<file path="config.mk">
export PLATFORM = sky130hd
export DESIGN_NAME = efps_pin_select
export DESIGN_NICKNAME = d
export VERILOG_FILES = /design/src/pkg/efps_pkg.sv /design/src/core/efps_pin_select.sv
export SDC_FILE = /design/constraint.sdc
export NUM_CORES = 1
export LEC_CHECK = 0
export BUFFER_PORTS_ARGS = -buffer_cell sky130_fd_sc_hd__buf_2
export CAP_MARGIN = 30
export CORE_AREA = 3 3 92 94
export DETAILED_ROUTE_END_ITERATION = 10
export DIE_AREA = 0 0 95 97
export PLACE_DENSITY = 0.84
export SLEW_MARGIN = 10
export SYNTH_ARGS = -nofsm -noshare
export SYNTH_HDL_FRONTEND = slang
export SYNTH_SLANG_ARGS = --single-unit
</file>
<file path="constraint.sdc">
create_clock -name MCLK -period 5.17 [get_ports MCLK]
set_clock_uncertainty 0.2 [all_clocks]
set_input_delay 0.7755 -clock MCLK [delete_from_list [all_inputs] [get_ports MCLK]]
set_output_delay 0.7755 -clock MCLK [all_outputs]
set_load 0.05 [all_outputs]
</file>
<file path="src/pkg/efps_pkg.sv">
package efps_pkg;

    // register map: selection register and a read-only status word
    localparam logic [31:0] EFPS_SEL_ADDR   = 32'hE002C014;
    localparam logic [31:0] EFPS_STAT_ADDR  = 32'hE002C0FC;

    // bit positions inside the selection register
    localparam int unsigned EFPS_B_DEBUG    = 2;
    localparam int unsigned EFPS_B_TRACE    = 3;
    localparam int unsigned EFPS_B_BUS      = 4;
    localparam int unsigned EFPS_B_ANALOG_INPUT_6     = 6;
    localparam int unsigned EFPS_B_ANALOG_INPUT_7     = 7;
    localparam int unsigned EFPS_B_WE       = 8;
    localparam int unsigned EFPS_B_CS1      = 11;
    localparam int unsigned EFPS_B_EXTERNAL_CLOCK_OUTPUT     = 13;
    localparam int unsigned EFPS_B_CS2      = 14;
    localparam int unsigned EFPS_B_CS3      = 16;
    localparam int unsigned EFPS_B_P2RSV    = 20;
    localparam int unsigned EFPS_B_ANALOG_INPUT_4     = 21;
    localparam int unsigned EFPS_B_ANALOG_INPUT_5     = 22;
    localparam int unsigned EFPS_B_A0       = 23;
    localparam int unsigned EFPS_B_A1       = 24;
    localparam int unsigned EFPS_B_ACNT     = 25;

    // writable bits, fixed part of the reset value
    localparam logic [31:0] EFPS_WR_MASK    = 32'h0FF3E9FC;
    localparam logic [31:0] EFPS_RST_FIXED  = 32'h006000C0;

    // bus field codes
    localparam logic [1:0]  EFPS_BUS_8      = 2'h0;
    localparam logic [1:0]  EFPS_BUS_16     = 2'h1;
    localparam logic [1:0]  EFPS_BUS_32     = 2'h2;
    localparam logic [1:0]  EFPS_BUS_OFF    = 2'h3;
    // chip select field code, address count codes
    localparam logic [1:0]  EFPS_CS_ON      = 2'h1;
    localparam logic [2:0]  EFPS_ACNT_NONE  = 3'h0;
    localparam logic [2:0]  EFPS_ACNT_ALL   = 3'h7;
    // boot pin patterns that alter reset values
    localparam logic [1:0]  EFPS_BOOT_A0    = 2'h0;
    localparam logic [1:0]  EFPS_BOOT_NOADR = 2'h3;

    typedef struct packed {
        logic        psel;
        logic        penable;
        logic        pwrite;
        logic [31:0] paddr;
        logic [31:0] pwdata;
        logic [3:0]  pstrb;
    } efps_apb_req_s;

    typedef struct packed {
        logic        pready;
        logic [31:0] prdata;
        logic        pslverr;
    } efps_apb_rsp_s;

    // one enable per alternate role; zero means the pin stays a port pin
    typedef struct packed {
        logic        debug_port;
        logic        trace_port;
        logic        data_lane_7_0;
        logic        chip_select_0;
        logic        output_enable;
        logic        byte_lane_strobe_0;
        logic        data_lane_15_8;
        logic        byte_lane_strobe_1;
        logic        data_lane_31_16;
        logic        byte_lane_strobe_2_3;
        logic        analog_input_4;
        logic        analog_input_5;
        logic        analog_input_6;
        logic        analog_input_7;
        logic        write_enable;
        logic        chip_select_1;
        logic        chip_select_2;
        logic        chip_select_3;
        logic        external_clock_output;
        logic        address_line_0;
        logic        address_line_1;
        logic [21:0] address_line_23_2;
    } efps_role_s;

    // address lines A23..A2 enabled by the count field
    function automatic logic [21:0] efps_addr_mask(input logic [2:0] cnt);
        logic [21:0] m;
        m = 22'h0;
        unique case (cnt)
            3'h0: m = 22'h000000;
            3'h1: m = 22'h000003;
            3'h2: m = 22'h00000F;
            3'h3: m = 22'h00003F;
            3'h4: m = 22'h0003FF;
            3'h5: m = 22'h003FFF;
            3'h6: m = 22'h03FFFF;
            3'h7: m = 22'h3FFFFF;
        endcase
        return m;
    endfunction : efps_addr_mask

    // expand apb byte strobes to a bit mask
    function automatic logic [31:0] efps_byte_mask(input logic [3:0] strb);
        logic [31:0] m;
        m = 32'h0;
        for (int i = 0; i < 4; i++) begin
            m[i*8 +: 8] = {8{strb[i]}};
        end
        return m;
    endfunction : efps_byte_mask

endpackage : efps_pkg

</file>
<file path="src/core/efps_pin_select.sv">
// The implementer's own choice: the APB register port.
`timescale 1ns/10ps

// Behaviour
// - bit 2 set routes port-1 pins 31..26 to the debug port.
// - bit 3 set routes port-1 pins 25..16 to the trace port.
// - bus field 00/01/10 enables data 7..0, select 0, output enable, strobe 0.
// - bus field 01 or 10 also enables data 15..8 and strobe 1.
// - only bus field 10 enables data 31..16 on port-2 pins 31..16.
// - only bus field 10 turns port-3 pins 29,28 into strobes 2 and 3.
// - outside 32-bit mode bit 6 picks analogue input 6 over pin 3.29.
// - outside 32-bit mode bit 7 picks analogue input 7 over pin 3.28.
// - outside 32-bit mode bit 20 keeps port-2 pins 29,28 as port pins; one is reserved.
// - outside 32-bit mode bit 21 picks analogue input 4; resets to one.
// - outside 32-bit mode bit 22 picks analogue input 5; resets to one.
// - bit 8 gives pin 3.27 to the write strobe; resets to zero.
// - bit 11 gives pin 3.26 to chip select 1; resets to zero.
// - field 15:14 value 01 selects chip select 2; other nonzero reserved.
// - field 17:16 value 01 selects chip select 3; other nonzero reserved.
// - bit 23 selects address line 0; resets one only for boot pins 00.
// - bit 24 selects address line 1; resets to upper boot pin.
// - count field sets address lines down to A2; resets 000 for boot 11.
module efps_pin_select (
    // clock, reset, enable
    input  wire  logic                   MCLK,
    input  wire  logic                   SRST,
    input  wire  logic                   CE,
    // apb register port
    input  wire  efps_pkg::efps_apb_req_s APB_REQ,
    output       efps_pkg::efps_apb_rsp_s APB_RSP,
    // boot strap pins
    input  wire  logic [1:0]             BOOT_SELECT_PINS,
    // pin role enables to the pin multiplexers
    output       efps_pkg::efps_role_s   PIN_ROLE
);
    import efps_pkg::*;

    typedef struct packed {
        logic [1:0]  boot_sync1;
        logic [1:0]  boot_sync2;
        logic [1:0]  boot_latched;
        logic [31:0] sel;
        efps_role_s  role;
        logic [31:0] prdata;
        logic        pslverr;
    } efps_state_s;

    efps_state_s st_r;
    efps_state_s st_nxt;

    // reset image of the selection register from sampled boot pins
    function automatic logic [31:0] sel_reset(input logic [1:0] boot);
        logic [31:0] v;
        v = EFPS_RST_FIXED;
        v[EFPS_B_BUS +: 2]  = boot;
        v[EFPS_B_A0]        = (boot == EFPS_BOOT_A0);
        v[EFPS_B_A1]        = boot[1];
        v[EFPS_B_ACNT +: 3] = (boot == EFPS_BOOT_NOADR) ? EFPS_ACNT_NONE
                                                        : EFPS_ACNT_ALL;
        return v;
    endfunction : sel_reset

    // decode of the selection register into pin roles
    function automatic efps_role_s decode(input logic [31:0] s);
        efps_role_s r;
        logic [1:0] bus;
        logic       wide;
        logic [2:0] acnt;
        bus  = s[EFPS_B_BUS +: 2];
        wide = (bus == EFPS_BUS_32);
        acnt = s[EFPS_B_ACNT +: 3];
        r = '0;
        r.debug_port            = s[EFPS_B_DEBUG];
        r.trace_port            = s[EFPS_B_TRACE];
        r.data_lane_7_0         = (bus != EFPS_BUS_OFF);
        r.chip_select_0         = (bus != EFPS_BUS_OFF);
        r.output_enable         = (bus != EFPS_BUS_OFF);
        r.byte_lane_strobe_0    = (bus != EFPS_BUS_OFF);
        r.data_lane_15_8        = (bus == EFPS_BUS_16) || wide;
        r.byte_lane_strobe_1    = (bus == EFPS_BUS_16) || wide;
        // bit 20 only ever leaves pins 29:28 as port pins
        r.data_lane_31_16       = wide;
        r.byte_lane_strobe_2_3  = wide;
        r.analog_input_6        = !wide && s[EFPS_B_ANALOG_INPUT_6];
        r.analog_input_7        = !wide && s[EFPS_B_ANALOG_INPUT_7];
        r.analog_input_4        = !wide && s[EFPS_B_ANALOG_INPUT_4];
        r.analog_input_5        = !wide && s[EFPS_B_ANALOG_INPUT_5];
        r.write_enable          = s[EFPS_B_WE];
        r.chip_select_1         = s[EFPS_B_CS1];
        r.external_clock_output = (acnt != EFPS_ACNT_ALL) && s[EFPS_B_EXTERNAL_CLOCK_OUTPUT];
        r.chip_select_2         = (s[EFPS_B_CS2 +: 2] == EFPS_CS_ON);
        r.chip_select_3         = (s[EFPS_B_CS3 +: 2] == EFPS_CS_ON);
        r.address_line_0        = s[EFPS_B_A0];
        r.address_line_1        = s[EFPS_B_A1];
        r.address_line_23_2     = efps_addr_mask(acnt);
        return r;
    endfunction : decode

    // apb phase and address decode
    logic setup_ph;
    logic access_ph;
    logic hit_sel;
    logic hit_stat;
    logic rsv_used;

    assign setup_ph  = APB_REQ.psel && !APB_REQ.penable;
    assign access_ph = APB_REQ.psel && APB_REQ.penable;
    assign hit_sel   = (APB_REQ.paddr == EFPS_SEL_ADDR);
    assign hit_stat  = (APB_REQ.paddr == EFPS_STAT_ADDR);
    // reserved codes written to the chip select fields or bit 20
    assign rsv_used  = st_r.sel[EFPS_B_CS2 + 1] || st_r.sel[EFPS_B_CS3 + 1]
                     || st_r.sel[EFPS_B_P2RSV];

    // next state: boot synchroniser, register, role decode, apb answer
    always_comb begin
        st_nxt = st_r;
        st_nxt.boot_sync1 = BOOT_SELECT_PINS;
        st_nxt.boot_sync2 = st_r.boot_sync1;
        if (SRST) begin
            st_nxt.sel          = sel_reset(st_r.boot_sync2);
            st_nxt.boot_latched = st_r.boot_sync2;
            st_nxt.role         = decode(sel_reset(st_r.boot_sync2));
            st_nxt.prdata       = 32'h0;
            st_nxt.pslverr      = 1'b0;
        end else begin
            st_nxt.role = decode(st_r.sel);
            // answer is prepared in the setup cycle and held through access
            if (setup_ph) begin
                st_nxt.pslverr = !(hit_sel || hit_stat);
                st_nxt.prdata  = 32'h0;
                if (!APB_REQ.pwrite && hit_sel) begin
                    st_nxt.prdata = st_r.sel & EFPS_WR_MASK;
                end else if (!APB_REQ.pwrite && hit_stat) begin
                    st_nxt.prdata = {29'h0, rsv_used, st_r.boot_latched};
                end
            end
            // write lands at the access edge, reserved bits held at zero
            if (access_ph && APB_REQ.pwrite && hit_sel) begin
                st_nxt.sel = (st_r.sel & ~(efps_byte_mask(APB_REQ.pstrb) & EFPS_WR_MASK))
                           | (APB_REQ.pwdata & efps_byte_mask(APB_REQ.pstrb)
                              & EFPS_WR_MASK);
            end
        end
    end

    // state register, frozen while the clock enable is low
    always_ff @(posedge MCLK) begin
        if (CE) begin
            st_r <= st_nxt;
        end
    end

    // outputs: zero-wait apb answer and registered roles
    assign APB_RSP.pready  = 1'b1;
    assign APB_RSP.prdata  = st_r.prdata;
    assign APB_RSP.pslverr = st_r.pslverr;
    assign PIN_ROLE        = st_r.role;

    // checks
    logic run;
    assign run = CE && !SRST;

    property p_debug;
        @(posedge MCLK) disable iff (SRST)
        run |=> (PIN_ROLE.debug_port == $past(st_r.sel[EFPS_B_DEBUG]));
    endproperty
    a_debug: assert property (p_debug) else $error("debug role mismatch");

    property p_trace;
        @(posedge MCLK) disable iff (SRST)
        (run && st_r.sel[EFPS_B_TRACE]) |=> PIN_ROLE.trace_port;
    endproperty
    a_trace: assert property (p_trace) else $error("trace role missing");

    property p_narrow;
        @(posedge MCLK) disable iff (SRST)
        run |=> (PIN_ROLE.data_lane_7_0
                 == ($past(st_r.sel[EFPS_B_BUS +: 2]) != EFPS_BUS_OFF))
                && (PIN_ROLE.chip_select_0 == PIN_ROLE.byte_lane_strobe_0);
    endproperty
    a_narrow: assert property (p_narrow) else $error("low lanes wrong");

    property p_mid;
        @(posedge MCLK) disable iff (SRST)
        (run && st_r.sel[EFPS_B_BUS +: 2] == EFPS_BUS_16)
            |=> PIN_ROLE.data_lane_15_8 && PIN_ROLE.byte_lane_strobe_1
                && !PIN_ROLE.data_lane_31_16;
    endproperty
    a_mid: assert property (p_mid) else $error("16-bit lanes wrong");

    property p_wide;
        @(posedge MCLK) disable iff (SRST)
        (run && st_r.sel[EFPS_B_BUS +: 2] == EFPS_BUS_32)
            |=> PIN_ROLE.data_lane_31_16 && PIN_ROLE.byte_lane_strobe_2_3
                && !PIN_ROLE.analog_input_4 && !PIN_ROLE.analog_input_5
                && !PIN_ROLE.analog_input_6 && !PIN_ROLE.analog_input_7;
    endproperty
    a_wide: assert property (p_wide) else $error("32-bit lanes wrong");

    property p_ain;
        @(posedge MCLK) disable iff (SRST)
        (run && st_r.sel[EFPS_B_BUS +: 2] != EFPS_BUS_32)
            |=> (PIN_ROLE.analog_input_6 == $past(st_r.sel[EFPS_B_ANALOG_INPUT_6]))
                && (PIN_ROLE.analog_input_7 == $past(st_r.sel[EFPS_B_ANALOG_INPUT_7]))
                && (PIN_ROLE.analog_input_4 == $past(st_r.sel[EFPS_B_ANALOG_INPUT_4]))
                && (PIN_ROLE.analog_input_5 == $past(st_r.sel[EFPS_B_ANALOG_INPUT_5]));
    endproperty
    a_ain: assert property (p_ain) else $error("analogue select wrong");

    property p_p2rsv;
        @(posedge MCLK) disable iff (SRST)
        (run && st_r.sel[EFPS_B_P2RSV] && st_r.sel[EFPS_B_BUS +: 2] != EFPS_BUS_32)
            |=> !PIN_ROLE.data_lane_31_16;
    endproperty
    a_p2rsv: assert property (p_p2rsv) else $error("bit 20 changed lanes");

    property p_strobes;
        @(posedge MCLK) disable iff (SRST)
        run |=> (PIN_ROLE.write_enable == $past(st_r.sel[EFPS_B_WE]))
                && (PIN_ROLE.chip_select_1 == $past(st_r.sel[EFPS_B_CS1]));
    endproperty
    a_strobes: assert property (p_strobes) else $error("we or cs1 wrong");

    property p_external_clock_output;
        @(posedge MCLK) disable iff (SRST)
        (run && st_r.sel[EFPS_B_ACNT +: 3] == EFPS_ACNT_ALL)
            |=> !PIN_ROLE.external_clock_output && PIN_ROLE.address_line_23_2[21];
    endproperty
    a_external_clock_output: assert property (p_external_clock_output) else $error("clock output over A23");

    property p_cs23;
        @(posedge MCLK) disable iff (SRST)
        (run && st_r.sel[EFPS_B_CS2 +: 2] != EFPS_CS_ON
             && st_r.sel[EFPS_B_CS3 +: 2] != EFPS_CS_ON)
            |=> !PIN_ROLE.chip_select_2 && !PIN_ROLE.chip_select_3;
    endproperty
    a_cs23: assert property (p_cs23) else $error("cs2/cs3 on bad code");

    property p_boot;
        @(posedge MCLK)
        // only once the synchroniser has filled, so power-up unknowns are not judged
        (SRST && CE && $past(SRST) && $past(SRST, 2))
            |=> (st_r.sel[EFPS_B_BUS +: 2] == $past(st_r.boot_sync2))
            && (st_r.sel[EFPS_B_A0] == ($past(st_r.boot_sync2) == EFPS_BOOT_A0))
            && (st_r.sel[EFPS_B_A1] == $past(st_r.boot_sync2[1]))
            && (st_r.sel[EFPS_B_ANALOG_INPUT_4] && st_r.sel[EFPS_B_ANALOG_INPUT_7] && !st_r.sel[EFPS_B_WE]);
    endproperty
    a_boot: assert property (p_boot) else $error("boot reset value wrong");

    property p_acnt;
        @(posedge MCLK)
        (SRST && CE && st_r.boot_sync2 == EFPS_BOOT_NOADR)
            |=> (st_r.sel[EFPS_B_ACNT +: 3] == EFPS_ACNT_NONE) ##1
                (!CE || PIN_ROLE.address_line_23_2 == 22'h0 || !SRST);
    endproperty
    a_acnt: assert property (p_acnt) else $error("address count reset wrong");

    property p_rsv;
        @(posedge MCLK) disable iff (SRST)
        (run && access_ph && APB_REQ.pwrite && hit_sel)
            |=> ((st_r.sel & ~EFPS_WR_MASK) == 32'h0) ##1
                (!APB_REQ.psel || APB_REQ.pwrite || !hit_sel
                 || ((APB_RSP.prdata & ~EFPS_WR_MASK) == 32'h0));
    endproperty
    a_rsv: assert property (p_rsv) else $error("reserved bit not zero");

    // trace pins fall back to port use when the bit is clear
    property p_trace_off;
        @(posedge MCLK) disable iff (SRST)
        (run && !st_r.sel[EFPS_B_TRACE]) |=> !PIN_ROLE.trace_port;
    endproperty
    a_trace_off: assert property (p_trace_off) else $error("trace role stuck");

    // bus switched off frees every data lane, the output enable and strobes 1 to 3
    property p_bus_off;
        @(posedge MCLK) disable iff (SRST)
        (run && st_r.sel[EFPS_B_BUS +: 2] == EFPS_BUS_OFF)
            |=> !PIN_ROLE.data_lane_7_0 && !PIN_ROLE.output_enable
                && !PIN_ROLE.data_lane_15_8 && !PIN_ROLE.byte_lane_strobe_1
                && !PIN_ROLE.data_lane_31_16 && !PIN_ROLE.byte_lane_strobe_2_3;
    endproperty
    a_bus_off: assert property (p_bus_off) else $error("lanes on with bus off");

    // 8-bit bus keeps the upper lanes as port pins
    property p_bus8;
        @(posedge MCLK) disable iff (SRST)
        (run && st_r.sel[EFPS_B_BUS +: 2] == EFPS_BUS_8)
            |=> PIN_ROLE.data_lane_7_0 && !PIN_ROLE.data_lane_15_8
                && !PIN_ROLE.byte_lane_strobe_1 && !PIN_ROLE.data_lane_31_16;
    endproperty
    a_bus8: assert property (p_bus8) else $error("8-bit lanes wrong");

    // clock output follows bit 13 while A23 is not claimed
    property p_external_clock_output_on;
        @(posedge MCLK) disable iff (SRST)
        (run && st_r.sel[EFPS_B_ACNT +: 3] != EFPS_ACNT_ALL)
            |=> (PIN_ROLE.external_clock_output == $past(st_r.sel[EFPS_B_EXTERNAL_CLOCK_OUTPUT]));
    endproperty
    a_external_clock_output_on: assert property (p_external_clock_output_on) else $error("clock output wrong");

    // chip selects 2 and 3 on their enabling code
    property p_cs_on;
        @(posedge MCLK) disable iff (SRST)
        (run && st_r.sel[EFPS_B_CS2 +: 2] == EFPS_CS_ON
             && st_r.sel[EFPS_B_CS3 +: 2] == EFPS_CS_ON)
            |=> PIN_ROLE.chip_select_2 && PIN_ROLE.chip_select_3;
    endproperty
    a_cs_on: assert property (p_cs_on) else $error("cs2/cs3 missing");

    // low address lines follow their own bits
    property p_a01;
        @(posedge MCLK) disable iff (SRST)
        run |=> (PIN_ROLE.address_line_0 == $past(st_r.sel[EFPS_B_A0]))
                && (PIN_ROLE.address_line_1 == $past(st_r.sel[EFPS_B_A1]));
    endproperty
    a_a01: assert property (p_a01) else $error("A0/A1 role wrong");

    // no address lines when the count field is zero
    property p_acnt_none;
        @(posedge MCLK) disable iff (SRST)
        (run && st_r.sel[EFPS_B_ACNT +: 3] == EFPS_ACNT_NONE)
            |=> (PIN_ROLE.address_line_23_2 == 22'h0);
    endproperty
    a_acnt_none: assert property (p_acnt_none) else $error("address lines on");

    // unmapped place answers with an error and zero data
    property p_unmapped;
        @(posedge MCLK) disable iff (SRST)
        (run && setup_ph && !hit_sel && !hit_stat)
            |=> APB_RSP.pslverr && (APB_RSP.prdata == 32'h0);
    endproperty
    a_unmapped: assert property (p_unmapped) else $error("unmapped answer wrong");

    // mapped places answer without error
    property p_mapped;
        @(posedge MCLK) disable iff (SRST)
        (run && setup_ph && (hit_sel || hit_stat)) |=> !APB_RSP.pslverr;
    endproperty
    a_mapped: assert property (p_mapped) else $error("mapped place errored");

    // read of the selection register shows only writable bits
    property p_rdsel;
        @(posedge MCLK) disable iff (SRST)
        (run && setup_ph && !APB_REQ.pwrite && hit_sel)
            |=> (APB_RSP.prdata == ($past(st_r.sel) & EFPS_WR_MASK));
    endproperty
    a_rdsel: assert property (p_rdsel) else $error("read data wrong");

    // answer stands until the next setup cycle
    property p_hold;
        @(posedge MCLK) disable iff (SRST)
        (run && !setup_ph) |=> $stable(APB_RSP.prdata) && $stable(APB_RSP.pslverr);
    endproperty
    a_hold: assert property (p_hold) else $error("answer moved early");

    // writes elsewhere leave the selection register alone
    property p_nowrite;
        @(posedge MCLK) disable iff (SRST)
        (run && access_ph && APB_REQ.pwrite && !hit_sel) |=> $stable(st_r.sel);
    endproperty
    a_nowrite: assert property (p_nowrite) else $error("stray write landed");

    c_wide:  cover property (@(posedge MCLK) run && PIN_ROLE.data_lane_31_16);
    c_read:  cover property (@(posedge MCLK) run && access_ph && !APB_REQ.pwrite && hit_sel);
    c_err:   cover property (@(posedge MCLK) run && access_ph && APB_RSP.pslverr);
    c_noadr: cover property (@(posedge MCLK) SRST && st_r.boot_sync2 == EFPS_BOOT_NOADR);

endmodule : efps_pin_select

</file>
==> reports/metrics.sh, run 1 <==
YOSYSWARNINGS=0
FP.DIEW_UM=95
WL_UM=7440
WORST_SLACK_NS=2.19
SYN_AREA_UM2=4090
TIMING.HOLD.WORST.CLASS='reg -> reg'
CTS_SETUP_BUFFERS=0
DIE_H_UM=97
HOLD_DEPTH=0
CAP_VIOL_MAX_COUNT=0
SYNTHARSTFLOPSHARE_PCT=0
WORSTHOLDSTART='st_nxt[111]$_DFFE_PP_'
POWER_PER_CELL_AREA_nW_PER_UM2=334
ELEMENT_TYPE_AT_THE_CRITICAL_PATH_START='primary input'
RSZ0062_AT_GRT='false'
FP-ROW-COUNT=32
MAXCLOCKFREQUENCY_MHz=336
WORSTHOLDENDPOINT='st_r[111]$_DFFE_PP_'
SYN2LAYOUT_AREA_GROWTH_PCT=10.3
SEQUENTIAL_SHARE_OF_POWER_PCT=51.2
TRITONCTS_CLOCK_TREE='built'
SETUP_VIOL=0
HPWL_UM=5470
HOLD_VIOL_FINAL=0
INSTANCES_NO_FILL=500
DR.FIRST_ITER.DRC_COUNT=92
POST_CTS_RESIZED=0
COMB_POWER_SHARE_PCT=17.1
CLOCKBUFFERDEPTH=2
CTS.HTREE.LEVELS=3
GRT_ANTENNA_BEFORE_REPAIR=0
FINAL_MIN_PERIOD_OVER_CLOCK_PERIOD_PCT=57.6
LAYOUT_CELLS_SIZED_ABOVE_1_PCT=40.5
IO_PINS=153
STATUS='finished clean'
REMAINING_ANTENNA_VIOLATION_COUNT=0
R2R.WORST_PATH.CELLS=4
SYN_INST=331
COREAREA_UM2=7730
DRT_PRE_ANTENNA_ITERS=4
PWR-SHARE-CLK_PCT=31.7
TIMING.FINAL.MAX_SLEW_VIOLATIONS=0
START_UTIL_PCT=52.9
DIE_AREA_UM2=9220
P_LEAK_nW=2.01
DIODES=0
TOTALPOWERFINAL_W=0.00151
PLACE_CONGESTION=0.747
WORST_PIN_SLEW_NS=0.931
MAXIMUM_NUMBER_OF_PINS_ON_ONE_NET_BEFORE_GLOBAL_ROUTE_REPAIR=55
WORST_SETUP_HOLD_PATH_CLK_SLEW_NS=0.08
POST-ROUTE-UTIL_PCT=58.3
MEAN_POST_SYNTH_CELL_AREA_UM2=12.3
CLK_ROOT_BUFFER_CELL='clkbuf_8'
CTS-HOLD-FIX-BUFFERS=0
FINAL_SUM_OF_NEGATIVE_SETUP_SLACK_NS=0
TRACK_USAGE_PCT=16.5
WORST-ENDPOINT-ARRIVAL_NS=3.01
CELL_INTERNAL_POWER_W=0.00105
CTS.SINK_COUNT=81
CTS_MADE_BUFFERS=9
NNETSFINAL=473
SYNTH-MAIN-FF-CELL='edfxtp_1'
POST-PLACE-CELLS=483
WORST_PATH_FANOUT_MAX=30
SWITCHING_SHARE_PCT=30.0
PRECTSSETUPSLACK_NS=1.82
P_SW_W=0.000453
TIMING.REG2REG.SETUP_SLACK_NS=3.32
RR_STARTPOINT='st_r[111]$_DFFE_PP_'
SEQ_AREA_FRAC_SYNTH_PCT=57.8
ROUTE.DETAILED.DRC=0
TIMING.FINAL.CRIT_PERIOD_NS=2.98
ROUTED_WIRE_LENGTH_PER_INSTANCE_UM=14.9
YOSYS.CELL_TYPES.COUNT=40
FIRST_GLOBAL_VIAS=2412
CLOCK_INSERTION_DELAY_WORST_SKEW_NS=0.35
WORST_EP_REQUIRED_NS=5.20
SETUP.WORST_PATH.CLASS='in -> reg'
YS_SEQ_ELEMENTS=81
SYNTH_ENABLE_FLOP_CELLS=74
NUMPORTBUFFERS=131
GLOBALROUTEOVERFLOWTOTAL=0
DETAILROUTE.VIA_COUNT=2399
VIAS_PER_CELL=4.80
GRT_FIRST_PASS_WIRELENGTH_UM=11600
SLEW_HEADROOM_PCT=37.9
IRDROPWORSTVDD_mV=0.140
CRITICAL_PATH.ENDPOINT_TYPE='register'
cells in the mapped netlist, types with 2 or more instances:
cell,number,area (um^2)
buf_4,77,578
edfxtp_1,74,2220
and2_1,22,138
mux2i_1,22,220
o21ai_0,16,80.1
nor2_1,14,52.6
inv_1,13,48.8
nand2_1,12,45.0
nor2b_1,10,62.6
clkbuf_1,7,26.3
dfxtp_1,7,140
a211o_1,4,35.0
a21o_1,4,30.0
buf_2,4,20.0
ha_1,4,50.1
o21a_1,4,30.0
nand3_1,3,15.0
nor4_1,3,18.8
a21oi_1,2,10.0
and4bb_2,2,25.0
buf_1,2,7.51
conb_1,2,7.51
mux2_2,2,22.5
nand4_1,2,12.5
nor3_1,2,10.0
nor3b_1,2,15.0
nor4_2,2,25.0
logic make-up after synthesis:
logic type | count (synthesis) | synth area share [%]
buf+inv | 104 | 16.9
simple gates | 82 | 12.1
flops | 81 | 57.8
compound gates | 34 | 5.82
mux | 24 | 5.94
fa+ha+maj | 4 | 1.22
other cells | 2 | 0.184
stage by stage:
| stage | instance area, um^2 | hold slack, ns |
|---|---|---|
| floorplan | 4120 | 0.200 |
| global placement | 4270 | 0.204 |
| detailed placement | 4290 | 0.205 |
| CTS | 4500 | 0.225 |
| global route | 4510 | 0.233 |
| finish | 4510 | 0.226 |
worst max-delay path by stage:
stage	start	endpoint	depth (start not counted)
floorplan	SRST	APB_RSP[0]$_SDFFCE_PP0P_	3
global placement	APB_REQ[44]	register	6
detailed placement	APB_REQ[44]	register	6
CTS	CE	register	5
global route	APB_REQ[44]	register	6
finish	CE	register	5
layout by cell type (no fill, tap or decap), types with 2 or more instances in the layout:
cell type  count
nand2_1       12
dfxtp_1        7
o21a_1         4
conb_1        10
nand4_1        2
and2_1        22
a211o_1        4
nor4_1         3
clkbuf_8       9
nor3b_1        2
mux2i_1       22
edfxtp_1      74
a21o_1         4
nand3_1        3
a21oi_1        2
nor2_1        14
ha_1           4
o21ai_0       16
buf_2        131
inv_1         13
inv_6          4
nor3_1         2
nor2b_1       10
mux2_2         2
and4bb_2       2
power by group through the flow:
stage / Clock [W] / Combinational (W) / Sequential (W)
after floorplan: 0 / 0.000235 / 0.000781
after global placement: 0 / 0.000252 / 0.000785
after detailed placement: 0 / 0.000259 / 0.000786
after CTS: 0.000487 / 0.000259 / 0.000772
after global routing: 0.000515 / 0.000273 / 0.000777
final: 0.000478 / 0.000257 / 0.000771
per-layer routing:
metal,vias up,GRT usage [%],wire (um)
met5,-,0,0
met4,0,6.66,114
met3,11,3.73,407
met2,79,28.7,3890
met1,1121,19.5,3030
li1,1188,-,-
area by class of cell:
| type | instances | area, um^2 |
|---|---|---|
| clock buffer | 9 | 124 |
| clock inverter | 7 | 83.8 |
| fill | 655 | 3220 |
| inverter | 13 | 48.8 |
| multi-input combinational | 154 | 1070 |
| sequential | 81 | 2360 |
| tap | 102 | 128 |
| timing repair buffer | 134 | 689 |
worst max-delay path: stages:
cell     delay (ns)
buf_2          0.54
nand4_1        0.27
o41ai_4        0.62
buf_4          0.40
mux2_2         0.38
Power figures use the tool's default switching activity.
==> run 2: changes to the inputs <==
Settings changed: ABC_AREA set to 1, CORE_AREA 3 3 92 94 to 3 3 102 104, DIE_AREA 0 0 95 97 to 0 0 105 107, PLACE_DENSITY 0.84 to 0.75.
Clock period 5.17 ns to 2.6 ns, I/O delays scaled along.
==> run 2 against run 1 <==
Combinational power up 120%. Non-clock buffer count increased by 2. Via count up 17%. Clock-buffer cell count unchanged. Worst hold slack lost 0.20 ns. Critical path depth rose by 6. Sequential share of layout area down 2.6 points. Sequential power rose by 98%. Register-to-register slack lost 2.4 ns. Wire length grew 14%. Cell count is 28% higher. Largest cell class unchanged. Largest power group unchanged. Highest routed layer unchanged.
==> reports/metrics.sh, run 2 <==
FP.DIEW_UM=105  # +11%
DR.FIRST_ITER.DRC_COUNT=96  # +4.3%
PRECTSSETUPSLACK_NS=0.409  # -1.41 ns
SYNTH-MAIN-FF-CELL='edfxtp_1'
GRT_FIRST_PASS_WIRELENGTH_UM=12700  # +9.2%
NNETSFINAL=583  # +23%
SYNTH_ENABLE_FLOP_CELLS=74  # unchanged
TIMING.HOLD.WORST.CLASS='in -> reg'
P_SW_W=0.000917  # +100%
CLOCKBUFFERDEPTH=2  # unchanged
DIE_H_UM=107  # +10%
INSTANCES_NO_FILL=641  # +28%
CTS-HOLD-FIX-BUFFERS=1  # +1
TIMING.HOLD.WS_NS=0.0270  # -0.199 ns
P_LEAK_nW=2.24  # +12%
CRITPATHMAXSTAGEDELAY_NS=0.24  # -0.38 ns
SYN_INST=431  # +30%
SWITCHING_SHARE_PCT=29.7  # -0.33 points
YOSYS.AREA.TOP_TYPE='edfxtp_1'
DR_WL_MET3_UM=649  # +59%
HPWL_UM=6590  # +21%
WL_UM=8470  # +14%
COMB_POWER_SHARE_PCT=18.1  # +1.0 points
ELEMENT_TYPE_AT_THE_CRITICAL_PATH_START='primary input'
ROUTED_WIRE_LENGTH_PER_INSTANCE_UM=13.2  # -11%
FINAL_MIN_PERIOD_OVER_CLOCK_PERIOD_PCT=69.0
POST-PLACE-CELLS=624  # +29%
START_UTIL_PCT=44.0  # -8.9 points
MET1WIRELENGTH_UM=3360  # +11%
MAXCLOCKFREQUENCY_MHz=557
DIODES=0  # unchanged
NUMPORTBUFFERS=131  # unchanged
CLOCK_INSERTION_DELAY_WORST_SKEW_NS=0.35  # about the same
CAP_VIOL_MAX_COUNT=0  # unchanged
FILLERS=915  # +40%
POST_CTS_RESIZED=0  # unchanged
TRITONCTS_CLOCK_TREE='built'
CELL_INTERNAL_POWER_W=0.00217  # +110%
REMAINING_ANTENNA_VIOLATION_COUNT=0  # unchanged
GRT_ANTENNA_BEFORE_REPAIR=0  # unchanged
STATUS='finished clean'
SYN_AREA_UM2=4240  # +3.6%
SLEW_HEADROOM_PCT=55.1  # +17 points
FIRST_GLOBAL_VIAS=2695  # +12%
CRIT_CHAIN='buf_2 -> inv_1 -> nand2_1 -> nor2_1 -> nand2_1 -> nor2_1 -> nand2_2 -> nand2_4 -> nand2_4 -> inv_1 -> buf_12'
CLK_ROOT_BUFFER_CELL='clkbuf_8'
MEAN_POST_SYNTH_CELL_AREA_UM2=9.83  # -20%
YOSYS.CELL_TYPES.COUNT=28  # -30%
CTS.HTREE.LEVELS=3  # unchanged
SYNTHARSTFLOPSHARE_PCT=0  # unchanged
SYNTHTOPCELLSBYAREA='edfxtp_1 (52%), buf_4 (14%), nand2_1 (6.5%), inv_1 (5.1%), nor2_2 (3.5%)'
CRIT_SLOWEST_CELL='inv_1'
WL_MET2_UM=4300  # +10%
POWER_PER_CELL_AREA_nW_PER_UM2=651  # +95%
CTS_MADE_BUFFERS=9  # unchanged
YS_SEQ_ELEMENTS=81  # unchanged
RSZ0062_AT_GRT='false'
SYN2LAYOUT_AREA_GROWTH_PCT=11.9
WORST_PIN_SLEW_NS=0.671  # -0.261 ns
WORST_SLACK_NS=0.805  # -1.39 ns
FINAL_SUM_OF_NEGATIVE_SETUP_SLACK_NS=0  # unchanged
CTS_SETUP_BUFFERS=0  # unchanged
WORST_SETUP_HOLD_PATH_CLK_SLEW_NS=0.08  # about the same
TIMING.FINAL.MAX_SLEW_VIOLATIONS=0  # unchanged
SEQ_AREA_FRAC_SYNTH_PCT=55.8  # -2.0 points
SEQUENTIAL_SHARE_OF_POWER_PCT=49.5  # -1.7 points
FP-ROW-COUNT=36  # +13%
TOPROUTINGLAYERUSED='met4'
DETAILROUTE.VIA_COUNT=2810  # +17%
WORST_EP_REQUIRED_NS=2.47  # -2.73 ns
PLACE_CONGESTION=0.825  # +10%
YOSYSWARNINGS=0  # unchanged
SETUP_VIOL=0  # unchanged
CTS.SINK_COUNT=81  # unchanged
WORST_PATH_FANOUT_MAX=13  # -57%
VIAS_PER_CELL=4.38  # -8.6%
CRITICAL_PATH.ENDPOINT_TYPE='register'
PWR-SHARE-CLK_PCT=32.3  # +0.6 points
LAYOUT_COMMONEST_CELL='buf_2'
COREAREA_UM2=9640  # +25%
HOLD_VIOL_FINAL=0  # unchanged
NETLIST_TOP_CELLS_COUNT='buf_4 (77), edfxtp_1 (74), nand2_1 (73)'
WORST-ENDPOINT-ARRIVAL_NS=1.66  # -1.35 ns
TRACK_USAGE_PCT=14.7  # -1.9 points
GLOBALROUTEOVERFLOWTOTAL=0  # unchanged
LAYOUT_CELLS_SIZED_ABOVE_1_PCT=37.8  # -2.7 points
DIE_AREA_UM2=11200  # +22%
NETLIST.AREA_LEADER.SHARE_PCT=52.5  # -1.9 points
MAXIMUM_NUMBER_OF_PINS_ON_ONE_NET_BEFORE_GLOBAL_ROUTE_REPAIR=26  # -53%
ROUTE.DETAILED.DRC=0  # unchanged
IRDROPWORSTVDD_mV=0.226  # +61%
DRT_PRE_ANTENNA_ITERS=4  # unchanged
SYNTHMOSTINSTANTIATEDCELL='buf_4'
SETUP.WORST_PATH.CLASS='in -> reg'
LEADING_CELL_TYPES_IN_THE_LAYOUT_FILL_AND_TAPS_EXCLUDED='buf_2 (131), edfxtp_1 (74), nand2_1 (73)'
IO_PINS=153  # unchanged
TIMING.FINAL.CRIT_PERIOD_NS=1.79
run 2: cell types whose count changed in the layout (fill, tap and decap cells not counted), sizes merged, moves of 22 or more:
cell / change
nor2: +45
inv: +48
nand2: +67
and2: -22
mux2i: -22
run 2: worst max-delay path: cells and delay by family:
kind          cells  cell delay [ns]
buf+inv           4             0.61
simple gates      7             0.66
run 2: cells by family after synthesis:
group	count (synthesis)	synth area share, %
adder cells (fa/ha/maj)	4	1.18
buffers and inverters	149	20.5
AO/OA/AOI/OAI	33	4.52
AND/OR/NAND/NOR	162	17.8
flip-flops	81	55.8
other	2	0.177
run 2: final timing paths:
path,from,to,slack [ns],depth (start not counted)
worst min register to register,st_nxt[110]$_DFFE_PP_,st_r[110]$_DFFE_PP_,0.23,0
worst max register to register,st_r[111]$_DFFE_PP_,register,0.88,10
worst min-delay path,BOOT_SELECT_PINS[1],st_nxt[111]$_DFFE_PP_,0.03,1
worst max-delay path,APB_REQ[63],st_r[90]$_SDFFCE_PP0N_,0.81,11
run 2: power by group through the flow:
stage,combinational (W),sequential (W),clock (W)
finish,0.000559,0.00153,0.000998
global route,0.000599,0.00154,0.00106
CTS,0.000565,0.00153,0.00102
detailed placement,0.000563,0.00156,0
global placement,0.000551,0.00156,0
floorplan,0.000494,0.00155,0
run 2: metal layers:
metal	GRT usage (%)	vias to the layer above
met5	0	-
met2	25.5	99
met4	6.00	0
met3	3.73	12
li1	-	1430
met1	17.3	1269
run 2: stage by stage:
stage          utilization, %  power, W  cell area, um^2
2_1_floorplan               -   0.00205             4270
3_3_place_gp             46.8   0.00211             4520
3_5_place_dp             46.8   0.00212             4520
4_1_cts                  49.2   0.00312             4740
5_1_grt                  49.2   0.00319             4740
6_report                 49.2   0.00309             4740
run 2: area by class of cell:
class	count	area, um^2	area share, %
Clock buffer	9	124	2.61
Timing Repair Buffer	136	708	14.9
Inverter	66	250	5.28
Multi-Input combinational cell	209	1040	21.9
Tap cell	133	166	3.51
Clock inverter	7	92.6	1.95
Sequential cell	81	2360	49.8
==> run 3: changes to the inputs <==
Clock period 2.6 ns to 1.5 ns, I/O delays scaled along.
==> run 3 against run 2 <==
The flow now finishes with violations (negative setup slack). Register-to-register slack worse by 0.92 ns. Wire length up 4.3%. Critical path depth down 1. First-iteration DRC count up 2.1%. Total power up 77%. Clock power up 70%. Sequential power up 73%. Sequential share of layout area down 4.6 points. Clock-buffer cell count up 2. Non-clock buffer count up 37. Critical path type is now reg -> reg. Largest cell class unchanged. Largest power group unchanged.
==> reports/metrics.sh, run 3 (synthesis results as in run 2) <==
COMB_POWER_SHARE_PCT=20.5  # +2.4 points
START_UTIL_PCT=44.0  # unchanged
VIAS_PER_CELL=4.46  # +1.7%
LAYOUT_CELLS_SIZED_ABOVE_1_PCT=48.1  # +10 points
GLOBALROUTEOVERFLOWTOTAL=0  # unchanged
SETUP.WORST_PATH.CLASS='reg -> reg'
DRT_PRE_ANTENNA_ITERS=4  # unchanged
CTS_MADE_BUFFERS=9  # unchanged
FP.DIEW_UM=105  # unchanged
DIODES=0  # unchanged
PLACE_AREA_UM2=4820  # +6.7%
WORST_PATH_FANOUT_MAX=4  # -9
CLOCKBUFFERDEPTH=2  # unchanged
CTS.SINK_COUNT=81  # unchanged
FINISH.INSTANCE_AREA_UM2=5230  # +10%
TRITONCTS_CLOCK_TREE='built'
LEADING_CELL_TYPES_IN_THE_LAYOUT_FILL_AND_TAPS_EXCLUDED='buf_2 (130), edfxtp_1 (74), nand2_1 (60)'
RR_STARTPOINT='st_r[110]$_DFFE_PP_'
WORST_SETUP_HOLD_PATH_CLK_SLEW_NS=0.08  # about the same
ROUTE.DETAILED.DRC=0  # unchanged
CTS.HTREE.LEVELS=3  # unchanged
WL_UM=8830  # +4.3%
CLK_ROOT_BUFFER_CELL='clkbuf_8'
WORST_SLACK_NS=-0.0351  # -0.840 ns
CLOCK_INSERTION_DELAY_WORST_SKEW_NS=0.35  # about the same
SETUP_VIOL=6  # +6
USE_MET2_PCT=28.0  # +2.4 points
DR.FIRST_ITER.DRC_COUNT=98  # +2.1%
VIOLATIONS='negative setup slack'
GRTUSAGEMET1_PCT=17.9  # +0.61 points
MAXIMUM_NUMBER_OF_PINS_ON_ONE_NET_BEFORE_GLOBAL_ROUTE_REPAIR=24  # -7.7%
TRACK_USAGE_PCT=15.6  # +0.94 points
P_LEAK_nW=2.42  # +7.8%
COREAREA_UM2=9640  # unchanged
DIE_AREA_UM2=11200  # unchanged
REMAINING_ANTENNA_VIOLATION_COUNT=0  # unchanged
WORSTHOLDSTART='APB_REQ[20]'
P_SW_W=0.00162  # +77%
TIMING.FINAL.MAX_SLEW_VIOLATIONS=0  # unchanged
SYN2LAYOUT_AREA_GROWTH_PCT=23.3
CP-STARTPOINT='st_r[110]$_DFFE_PP_'
HPWL_UM=7020  # +6.4%
USE_MET3_PCT=3.37  # -0.36 points
TIMING.HOLD.WORST.CLASS='in -> reg'
PLACE_CONGESTION=0.855  # +3.7%
WORST_EP_REQUIRED_NS=1.59  # -0.88 ns
NUMPORTBUFFERS=131  # unchanged
WORST-ENDPOINT-ARRIVAL_NS=1.63  # -0.03 ns
RSZ0062_AT_GRT='true'
STATUS='finished with violations'
IRDROPWORSTVDD_mV=0.441  # +95%
ROUTED_WIRE_LENGTH_PER_INSTANCE_UM=13.0  # -1.4%
CRITICAL_PATH.ENDPOINT_TYPE='register'
SWITCHING_SHARE_PCT=29.6  # -0.13 points
DETAILROUTE.VIA_COUNT=3022  # +7.5%
MAXCLOCKFREQUENCY_MHz=651
ELEMENT_TYPE_AT_THE_CRITICAL_PATH_START='register'
HOLD_VIOL_FINAL=0  # unchanged
CELL_INTERNAL_POWER_W=0.00385  # +78%
GRT_ANTENNA_BEFORE_REPAIR=0  # unchanged
FILLERS=848  # -7.3%
POST-ROUTE-UTIL_PCT=54.2  # +5.0 points
GRT_FIRST_PASS_WIRELENGTH_UM=13700  # +8.2%
FINAL_SUM_OF_NEGATIVE_SETUP_SLACK_NS=-0.103  # -0.103 ns
NNETSFINAL=620  # +6.3%
GRT_MOST_USED_LAYER='met2'
CAP_VIOL_MAX_COUNT=0  # unchanged
PRECTSSETUPSLACK_NS=-0.280  # -0.689 ns
FIRST_GLOBAL_VIAS=2978  # +11%
FP-ROW-COUNT=36  # unchanged
PWR-SHARE-CLK_PCT=31.1  # -1.2 points
DIE_H_UM=107  # unchanged
IO_PINS=153  # unchanged
TIMING.FINAL.CRIT_PERIOD_NS=1.54
FINAL_MIN_PERIOD_OVER_CLOCK_PERIOD_PCT=102
POWER_PER_CELL_AREA_nW_PER_UM2=1050  # +61%
SEQUENTIAL_SHARE_OF_POWER_PCT=48.3  # -1.2 points
LAYOUT_COMMONEST_CELL='buf_2'
==> run 3: cell count changes in the layout (fill, tap and decap cells not counted), moves of 5 or more <==
cell	previous run	this run
buf_4	3	30
nand2_1	73	60
inv_1	58	47
inv_2	6	12
nand2_2	2	15
dlygate4sd3_1	1	6
==> run 3: power groups by stage <==
stage	combinational, W	sequential (W)	clock (W)
after detailed placement	0.00106	0.00270	0
after global placement	0.00104	0.00269	0
after global routing	0.00119	0.00266	0.00181
after CTS	0.00112	0.00265	0.00173
final	0.00112	0.00265	0.00170
after floorplan	0.000868	0.00269	0
==> run 3: worst paths after layout <==
kind                                                to  slack [ns]  cells after the start
worst min-delay path            st_r[92]$_SDFFCE_PP0N_       0.001                      3
worst max-delay path                          register       -0.04                     10
worst min register to register     st_r[110]$_DFFE_PP_        0.23                      0
worst max register to register                register       -0.04                     10
==> run 3: cell type report <==
cell class              count  area [um^2]  share of cell area, %
clock buffers              11          131                   2.51
inverters                  66          269                   5.15
well taps                 133          166                   3.18
clock inverters             5         80.1                   1.53
flip-flops and latches     81         2360                   45.2
repair buffers            173         1050                   20.0
multi-input cells         209         1170                   22.4
==> run 3: metal layers <==
layer	share of wire (%)	vias to the layer above
li1	-	1500
met3	6.8	16
met5	0	-
met2	52	117
met4	1.9	0
met1	39	1389
==> run 3: timing repair <==
action,CTS,global route
pin swaps,14,13
setup buffers,3,0
endpoints found under the hold margin,6,0
gates resized for setup,27,9
hold buffers,6,0
endpoints found under the setup margin,11,21
==> run 3: through the flow <==
stage                     instances  hold slack (ns)  total power, W
after floorplan                 439            0.124         0.00356
after global placement          654            0.201         0.00373
after detailed placement        654            0.209         0.00376
after global routing            678           0.0138         0.00566
final                           678          0.00122         0.00547
after CTS                       679          0.00164         0.00550
==> run 3: critical path: stages, from the launching register on <==
cell and delay (ns):
edfxtp_1 0.43, ha_2 0.21, nor2_2 0.09, inv_2 0.07, nand2_2 0.08, nor2_4 0.04, inv_2 0.06, nand3_2 0.06
nand2_2 0.10, nand2_2 0.06, nor2_1 0.08
